--- src/rtl/crrc_pkg.sv ---
package crrc_pkg;
  // width of the runaway counter in bits, giving 2^20 oscillation clocks
  localparam int          CRRC_CNT_WIDTH       = 20;
  localparam int          CRRC_OSC_HZ          = 4000000;
  localparam int          CRRC_CORE_HZ         = 25000000;
  localparam int          CRRC_CORE_PERIOD_NS  = 40;
  // extra wake-up allowance, in ns
  localparam int          CRRC_WAKE_EXTRA_NS   = 20000;
  localparam int          CRRC_WAKE_EXTRA_CYC  = CRRC_WAKE_EXTRA_NS / CRRC_CORE_PERIOD_NS;
  localparam int          CRRC_RST_MCYC        = 5;
  localparam logic [19:0] CRRC_CNT_RESET       = 20'h00000;
  localparam logic [15:0] CRRC_EXTRA_RESET     = 16'h0000;
  localparam logic [2:0]  CRRC_PULSE_RESET     = 3'h0;
endpackage

--- src/rtl/crrc_pulse_gen.sv ---
`timescale 1ns/10ps
// stretches a trigger into a pulse of a fixed number of machine cycles
module crrc_pulse_gen
  import crrc_pkg::*;
#(
  parameter int WIDTH = CRRC_RST_MCYC
) (
  input  wire logic core_clk,
  input  wire logic rst_n,
  input  wire logic machCycle,
  input  wire logic trigger,
  output logic      pulseOut
);
  typedef struct packed {
    logic [2:0] left;
    logic       act;
  } crrc_pg_type;

  crrc_pg_type st_r;
  crrc_pg_type st_nxt;

  initial begin
    if (WIDTH < 1 || WIDTH > 7) $error("pulse width out of range");
  end

  always_comb begin
    st_nxt = st_r;
    if (!st_r.act && trigger) begin
      st_nxt.act  = 1'b1;
      st_nxt.left = 3'(WIDTH);
    end else if (st_r.act && machCycle) begin
      if (st_r.left == 3'h1) begin
        st_nxt.act  = 1'b0;
        st_nxt.left = CRRC_PULSE_RESET;
      end else begin
        st_nxt.left = st_r.left - 3'h1;
      end
    end
  end

  always_ff @(posedge core_clk or negedge rst_n) begin
    if (!rst_n) begin
      st_r <= '{left: CRRC_PULSE_RESET, act: 1'b0};
    end else begin
      st_r <= st_nxt;
    end
  end

  assign pulseOut = st_r.act;
endmodule

--- src/rtl/crrc_runaway_counter.sv ---
`timescale 1ns/10ps
// Functional notes
// [RULE1] counter runs by itself after power-on reset
// [RULE2] software clears counter regularly before timeout
// [RULE3] timeout without clear raises internal reset
// [RULE4] timeout is 2^20 oscillation clocks
// [RULE5] internal reset lasts five machine cycles
// [RULE6] wake from standby adds twenty microseconds
// [RULE7] counter halts while CPU is stopped
// [RULE8] writing zero to clear bit clears counter
// [RULE9] internal reset or oscillator stop clears counter
// [RULE10] entering sleep, timebase or watch clears
// [RULE11] twenty-bit counter stepped by oscillation clock
// [RULE12] every clear restarts counting from zero
module crrc_runaway_counter
  import crrc_pkg::*;
#(
  parameter int CNT_WIDTH = CRRC_CNT_WIDTH,
  parameter int EXTRA_CYC = CRRC_WAKE_EXTRA_CYC
) (
  input  wire logic core_clk,
  input  wire logic rst_n,
  input  wire logic oscTick,
  input  wire logic machCycle,
  input  wire logic clearBitWrite,
  input  wire logic clearBitValue,
  input  wire logic internalReset,
  input  wire logic mainOscStopped,
  input  wire logic enterSleep,
  input  wire logic enterTimebase,
  input  wire logic enterWatch,
  input  wire logic cpuStopped,
  input  wire logic standbyWake,
  output logic      runawayReset,
  output logic      timeoutPending,
  output logic [19:0] countValue
);
  typedef enum logic [1:0] {COUNTING, EXTRA_WAIT, FIRING} crrc_state_type;

  typedef struct packed {
    crrc_state_type state;
    logic [19:0]    cnt;
    logic [15:0]    extra;
    logic           waking;
    logic           fire;
    logic [2:0]     pulseMc;
  } crrc_st_type;

  crrc_st_type st_r;
  crrc_st_type st_nxt;
  logic        clearEvt;
  logic        wrap;
  logic        pulseOut;

  // narrower widths only shorten a simulated interval; the default is the full one
  localparam logic [19:0] CNT_LAST = 20'((1 << CNT_WIDTH) - 1);

  initial begin
    if (CNT_WIDTH < 4 || CNT_WIDTH > 20) $error("counter width out of range");
    if (EXTRA_CYC < 1 || EXTRA_CYC > 65535) $error("extra wait out of range");
  end

  // a clear is any software zero write or a hardware cause
  assign clearEvt = (clearBitWrite && !clearBitValue)             // RULE8
                  || internalReset || mainOscStopped              // RULE9
                  || enterSleep || enterTimebase || enterWatch;   // RULE10
  assign wrap = (st_r.cnt == CNT_LAST) && oscTick;                // RULE4

  always_comb begin
    st_nxt      = st_r;
    st_nxt.fire = 1'b0;
    // machine cycles seen while the pulse stands, for the width check
    if (!pulseOut) begin
      st_nxt.pulseMc = CRRC_PULSE_RESET;
    end else if (machCycle && st_r.pulseMc != 3'h7) begin
      st_nxt.pulseMc = st_r.pulseMc + 3'h1;
    end
    if (standbyWake) begin
      st_nxt.waking = 1'b1;
    end
    if (clearEvt) begin
      // clear wins over the timeout in the same cycle
      st_nxt.cnt    = CRRC_CNT_RESET;                             // RULE12
      st_nxt.extra  = CRRC_EXTRA_RESET;
      st_nxt.waking = standbyWake;
      st_nxt.state  = (st_r.state == FIRING) ? FIRING : COUNTING;
    end else if (!cpuStopped) begin                               // RULE7
      case (st_r.state)
        COUNTING: begin
          if (oscTick) begin
            st_nxt.cnt = st_r.cnt + 20'h00001;                    // RULE11
          end
          if (wrap) begin
            // a narrow counter must not spill past its top bit
            st_nxt.cnt = CRRC_CNT_RESET;
            if (st_r.waking) begin
              st_nxt.state = EXTRA_WAIT;                          // RULE6
              st_nxt.extra = 16'(EXTRA_CYC);
            end else begin
              st_nxt.state = FIRING;                              // RULE3
              st_nxt.fire  = 1'b1;
            end
          end
        end
        EXTRA_WAIT: begin
          if (st_r.extra == 16'h0001) begin
            st_nxt.state  = FIRING;
            st_nxt.fire   = 1'b1;
            // a wake starting now still arms the next timeout
            st_nxt.waking = standbyWake;
          end else begin
            st_nxt.extra = st_r.extra - 16'h0001;
          end
        end
        FIRING: begin
          if (!pulseOut && !st_r.fire) begin
            st_nxt.state = COUNTING;
            st_nxt.cnt   = CRRC_CNT_RESET;
          end
        end
        default: st_nxt.state = COUNTING;
      endcase
    end
    if (st_r.state == FIRING && !pulseOut && !st_r.fire) begin
      st_nxt.state = COUNTING;
    end
  end

  // reset leaves the counter running with no enable needed
  always_ff @(posedge core_clk or negedge rst_n) begin            // RULE1
    if (!rst_n) begin
      st_r <= '{state: COUNTING, cnt: CRRC_CNT_RESET, extra: CRRC_EXTRA_RESET,
                waking: 1'b0, fire: 1'b0, pulseMc: CRRC_PULSE_RESET};
    end else begin
      st_r <= st_nxt;
    end
  end

  crrc_pulse_gen #(
    .WIDTH (CRRC_RST_MCYC)
  ) u_pulse (
    .core_clk  (core_clk),
    .rst_n     (rst_n),
    .machCycle (machCycle),
    .trigger   (st_r.fire),                                       // RULE5
    .pulseOut  (pulseOut)
  );

  assign runawayReset   = pulseOut;
  assign timeoutPending = (st_r.state == EXTRA_WAIT);
  assign countValue     = st_r.cnt;

  // counter checks
  AST_CLEAR_ZEROES: assert property (@(posedge core_clk) disable iff (!rst_n) // RULE12
    clearEvt |=> (countValue == 20'h00000))
    else $error("counter not zero after clear");
  AST_SW_CLEAR: assert property (@(posedge core_clk) disable iff (!rst_n) // RULE8
    (clearBitWrite && !clearBitValue) |=> countValue == 20'h00000)
    else $error("software clear ignored");
  AST_HW_CLEAR: assert property (@(posedge core_clk) disable iff (!rst_n) // RULE9
    (internalReset || mainOscStopped) |=> countValue == 20'h00000)
    else $error("hardware clear ignored");
  AST_MODE_CLEAR: assert property (@(posedge core_clk) disable iff (!rst_n) // RULE10
    (enterSleep || enterTimebase || enterWatch) |=> countValue == 20'h00000)
    else $error("mode entry clear ignored");
  AST_HALT: assert property (@(posedge core_clk) disable iff (!rst_n) // RULE7
    (cpuStopped && !clearEvt) |=> $stable(countValue))
    else $error("counter moved while cpu stopped");
  AST_HALT_EXTRA: assert property (@(posedge core_clk) disable iff (!rst_n) // RULE7
    (timeoutPending && cpuStopped && !clearEvt) |=> timeoutPending)
    else $error("wake wait left while cpu stopped");
  AST_STEP: assert property (@(posedge core_clk) disable iff (!rst_n) // RULE11
    (oscTick && !cpuStopped && !clearEvt && st_r.state == COUNTING && !wrap)
      |=> countValue == $past(countValue) + 20'h00001)
    else $error("counter did not step");
  AST_CLEAR_BEATS: assert property (@(posedge core_clk) disable iff (!rst_n) // RULE12
    (wrap && clearEvt) |=> !st_r.fire)
    else $error("timeout fired despite clear");
  AST_RESUME: assert property (@(posedge core_clk) disable iff (!rst_n) // RULE12
    $fell(runawayReset) |=> (countValue == 20'h00000 && !timeoutPending))
    else $error("counter did not restart after reset pulse");

  // reset pulse and wake allowance
  AST_FIRE: assert property (@(posedge core_clk) disable iff (!rst_n) // RULE3
    (wrap && !clearEvt && !cpuStopped && st_r.state == COUNTING && !st_r.waking)
      |=> ##1 runawayReset)
    else $error("timeout did not reset");
  AST_NO_EARLY: assert property (@(posedge core_clk) disable iff (!rst_n) // RULE4
    $rose(runawayReset) |-> $past(st_r.fire))
    else $error("reset without timeout");
  AST_WIDTH: assert property (@(posedge core_clk) disable iff (!rst_n) // RULE5
    (runawayReset && machCycle && st_r.pulseMc == 3'(CRRC_RST_MCYC - 1))
      |=> !runawayReset)
    else $error("reset pulse too long");
  AST_PULSE_HOLD: assert property (@(posedge core_clk) disable iff (!rst_n) // RULE5
    (runawayReset && !(machCycle && st_r.pulseMc == 3'(CRRC_RST_MCYC - 1)))
      |=> runawayReset)
    else $error("reset pulse cut short");
  AST_WAKE: assert property (@(posedge core_clk) disable iff (!rst_n) // RULE6
    (wrap && !clearEvt && !cpuStopped && st_r.state == COUNTING && st_r.waking)
      |=> !runawayReset [*2])
    else $error("wake allowance skipped");
  AST_WAKE_ARMS: assert property (@(posedge core_clk) disable iff (!rst_n) // RULE6
    standbyWake |=> st_r.waking)
    else $error("wake request lost");
  AST_PENDING_WAKE: assert property (@(posedge core_clk) disable iff (!rst_n) // RULE6
    $rose(timeoutPending) |-> $past(st_r.waking))
    else $error("wake wait without wake");
  AST_EXTRA_END: assert property (@(posedge core_clk) disable iff (!rst_n) // RULE6
    (timeoutPending && st_r.extra == 16'h0001 && !clearEvt && !cpuStopped)
      |=> ##1 runawayReset)
    else $error("wake wait did not end in reset");

  COV_FIRE: cover property (@(posedge core_clk) disable iff (!rst_n) $rose(runawayReset));
  COV_WAKE: cover property (@(posedge core_clk) disable iff (!rst_n) timeoutPending);
  COV_CLEAR: cover property (@(posedge core_clk) disable iff (!rst_n)
    clearBitWrite && !clearBitValue);
  COV_PULSE_END: cover property (@(posedge core_clk) disable iff (!rst_n) $fell(runawayReset));
  COV_HALT: cover property (@(posedge core_clk) disable iff (!rst_n) cpuStopped && oscTick);
endmodule

--- config.mk ---
export PLATFORM = sky130hd
export DESIGN_NAME = crrc_runaway_counter
export DESIGN_NICKNAME = d
export VERILOG_FILES = /design/src/rtl/crrc_pkg.sv /design/src/rtl/crrc_pulse_gen.sv /design/src/rtl/crrc_runaway_counter.sv
export SDC_FILE = /design/constraint.sdc
export NUM_CORES = 1
export LEC_CHECK = 0
export BUFFER_PORTS_ARGS = -buffer_cell sky130_fd_sc_hd__buf_4
export CORE_AREA = 3 3 111 113
export CTS_CLUSTER_SIZE = 28
export DETAILED_ROUTE_END_ITERATION = 12
export DIE_AREA = 0 0 114 116
export PLACE_DENSITY = 0.38
export SLEW_MARGIN = 25
export SYNTH_ARGS = -nofsm -noshare
export SYNTH_HDL_FRONTEND = slang
export SYNTH_SLANG_ARGS = --single-unit
--- constraint.sdc ---
create_clock -name core_clk -period 5.3 [get_ports core_clk]
set_clock_uncertainty 0.05 [all_clocks]
set_input_delay 0.265 -clock core_clk [delete_from_list [all_inputs] [get_ports core_clk]]
set_output_delay 0.265 -clock core_clk [all_outputs]
set_load 0.01 [all_outputs]
==> out/metrics.csv <==
stage,metric,value,unit
run_status,status,completed,
pwr,p_per_area,239,mW/mm²
final_layout,fin_nets,360,
floorplanning,num_rows,39,
clock_network,clk-insertion-delay-late,0.29,ns
timing,slew_headroom,0.410,
placement,gp_congestion,0.774,
final_layout,diodes,0,
clock_network,clk_path_buf_depth,2,
routing,dr.pass1.iters,4,
worst_setup_path,worstPathRequired,5.43,ns
final_layout,layout_common_cells,"dfrtp_1, o21ai_0, buf_4, nand2_1, nor2_1",
clock_network,cts_sinks,44,
synth,ys_seq_area_frac,0.391,
synth,synth_edf_count,0,
worst_setup_path,crit_slowest_cell,a21boi_0,
synth,postSynthCellCount,330,
routing,finalWirelength,7.62,mm
worst_setup_path,reg2regPathDepth,7,
global_routing,antenna_found_initial,0,
timing,worstMarginPinSlew,0.885,ns
pwr,ir_worst_vdd,0.127,mV
floorplanning,ios,35,
synth,synth_cell_types,53,
worst_setup_path,arrival,2.86,ns
worst_setup_path,max_stage_delay,0.60,ns
synth,ys_ff_latch,44,
synth,ys_async_sr_fraction,1.00,
global_routing,grt_pass1_wl,12.6,mm
routing,wire_per_inst,15.7,µm
synth,syn_nets,348,
worst_hold_path,hp-start,standbyWake,
worst_hold_path,hold_path_class,in2reg,
floorplanning,core-area,0.0114,mm²
worst_setup_path,regToRegStartpoint,countValue[1]$_DFFE_PN0P_,
timing,hold_viol,0,
clock_network,numCtsBuffers,5,
timing,rsz0062_at_grt,no,
final_layout,final_common_cell,dfrtp_1,
final_layout,area_delta_synth_final,14.1,%
worst_hold_path,hold_depth,2,
synth,synth.area.top_cells,"dfrtp_1, o21ai_0, buf_4, nand2_1, a21oi_1",
timing,holdWs,0.131,ns
routing,vias_per_cell,5.12,
clock_network,cts_root_buf,clkbuf_16,
timing,setup_viol,0,
floorplanning,die_height,116,µm
synth,synth_top_cell_area_share,0.391,
timing,final-max-slew-violation-count,0,
placement,io_buffer_count,34,
worst_setup_path,path_class,reg2reg,
worst_hold_path,holdPathEnd,st_r[4]$_DFF_PN0_,
global_routing,globalRouteTotalUtil,0.119,
global_routing,overflow,0,
synth,netlist_area,0.00282,mm²
routing,remaining_drc_errors,0,
worst_setup_path,rr_endpoint,st_r[20]$_DFFE_PN0P_,
routing,antenna_left,0,
pwr,cellLeakagePower,1.32,nW
routing,drtIter0Drc,103,
global_routing,grt_pass1_vias,2262,
clock_network,path_clk_slew,0.06,ns
pwr,totalPowerFinal,0.000770,W
synth,yosys_warnings,0,
clock_network,h-tree-depth,2,
routing,vias,2487,
synth,synth_flop_cell,dfrtp_1,
timing,setup_tns,0,ns
worst_setup_path,crit_fanout,8,
final_layout,drive_gt1_frac,0.175,
run,maxCapViolCount,0,
worst_setup_path,critPathLaunchType,flop,
clock_network,cts_tree,yes,
timing,fmax,0.366,GHz
placement,dpl.hpwl,5.37,mm
worst_setup_path,crit_chain,ha_1 > nand3_1 > nor3_2 > nand4b_1 > a21boi_0 > nand2_1 > a32o_1,
floorplanning,die_area,0.0132,mm²
timing,finalCritPeriodShare,0.515,
clock_network,cts_repair_resize_count,0,
worst_setup_path,crit_start,countValue[1]$_DFFE_PN0P_,
timing,min_period,2.73,ns
worst_setup_path,reg2reg_slack,2.57,ns
synth,syn_avg_cell_area,8.54,µm²
synth,synth_area_leader_cell,dfrtp_1,
floorplanning,start_util,0.247,
global_routing,grt_max_degree,45,
floorplanning,die_w,114,µm
worst_setup_path,endpoint_kind,flop,
synthesized netlist by cell type (3+ instances only):
library cell / count
ha_1: 5
o211ai_1: 7
clkbuf_1: 9
buf_4: 23
a31oi_1: 9
o21ai_0: 42
nor3_2: 3
inv_1: 7
nand3_1: 9
nand2b_1: 3
nor4_1: 4
xnor2_1: 3
a21oi_1: 19
or4_1: 3
dfrtp_1: 44
nand4_1: 10
o31ai_1: 7
nor2b_1: 4
and3_1: 4
nor2_1: 23
nand2_1: 35
nor3_1: 14
per-stage QoR:
stage / instances / cell area [µm²] / util / setup WS (ns)
after global placement: 477 / 3060 / 0.268 / 2.63
after CTS: 486 / 3220 / 0.282 / 2.56
final: 486 / 3220 / 0.282 / 2.57
after global routing: 486 / 3220 / 0.282 / 2.34
after floorplan: 330 / 2820 / - / 3.02
after detailed placement: 477 / 3060 / 0.268 / 2.58
what timing repair did:
item,4_1_cts,5_1_grt
setup buffers,0,0
hold endpoints to repair,44,0
hold buffers,1,0
how the worst max path moves through the flow:
stage / endpoint / cells after the start
floorplan: st_r[12]$_DFFE_PN0P_ / 8
global placement: st_r[17]$_DFFE_PN0P_ / 8
detailed placement: st_r[20]$_DFFE_PN0P_ / 7
CTS: st_r[20]$_DFFE_PN0P_ / 7
global route: st_r[20]$_DFFE_PN0P_ / 7
finish: st_r[20]$_DFFE_PN0P_ / 7
per-layer routing:
layer | global-route usage | wire (µm) | vias up
met2 | 0.176 | 3290 | 56
li1 | - | - | 1231
met4 | 0.0356 | 86 | 0
met5 | 0 | 0 | -
met3 | 0.0219 | 299 | 7
met1 | 0.176 | 3940 | 1193
flip-flops by register name (all words and copies together), names as in the netlist:
| signal | cells |
|---|---|
| countValue | 20 |
| u_pulse.st_r | 3 |
| u_pulse.pulseOut | 1 |
| st_r | 20 |
area by class of cell:
cell class,count,area [µm²]
Inverter,7,26.3
Sequential cell,44,1100
Timing Repair Buffer,38,288
Clock inverter,2,10.0
Fill cell,1221,8200
Clock buffer,6,139
Tap cell,143,179
Multi-Input combinational cell,246,1470
critical path: cells and delay by family (launching register included):
family | cells | cell delay [ns]
simple gates | 4 | 1.02
compound gates | 2 | 0.88
flops | 1 | 0.44
fa+ha+maj | 1 | 0.23
power breakdown:
| part | leakage (nW) | switching [W] | internal, W |
|---|---|---|---|
| Combinational | 0.637 | 0.0000447 | 0.0000390 |
| Sequential | 0.602 | 0.0000188 | 0.000352 |
| Clock | 0.0766 | 0.000130 | 0.000186 |
| Total | 1.32 | 0.000193 | 0.000577 |
cell families after synthesis:
logic type      after synthesis  share of synthesized area
fa+ha+maj                     5                     0.0222
mux                           1                    0.00355
buf+inv                      40                     0.0866
flops                        44                      0.391
simple gates                129                      0.250
compound gates              107                      0.234
xor+xnor                      4                     0.0124
(Power assumes the default switching activity.)
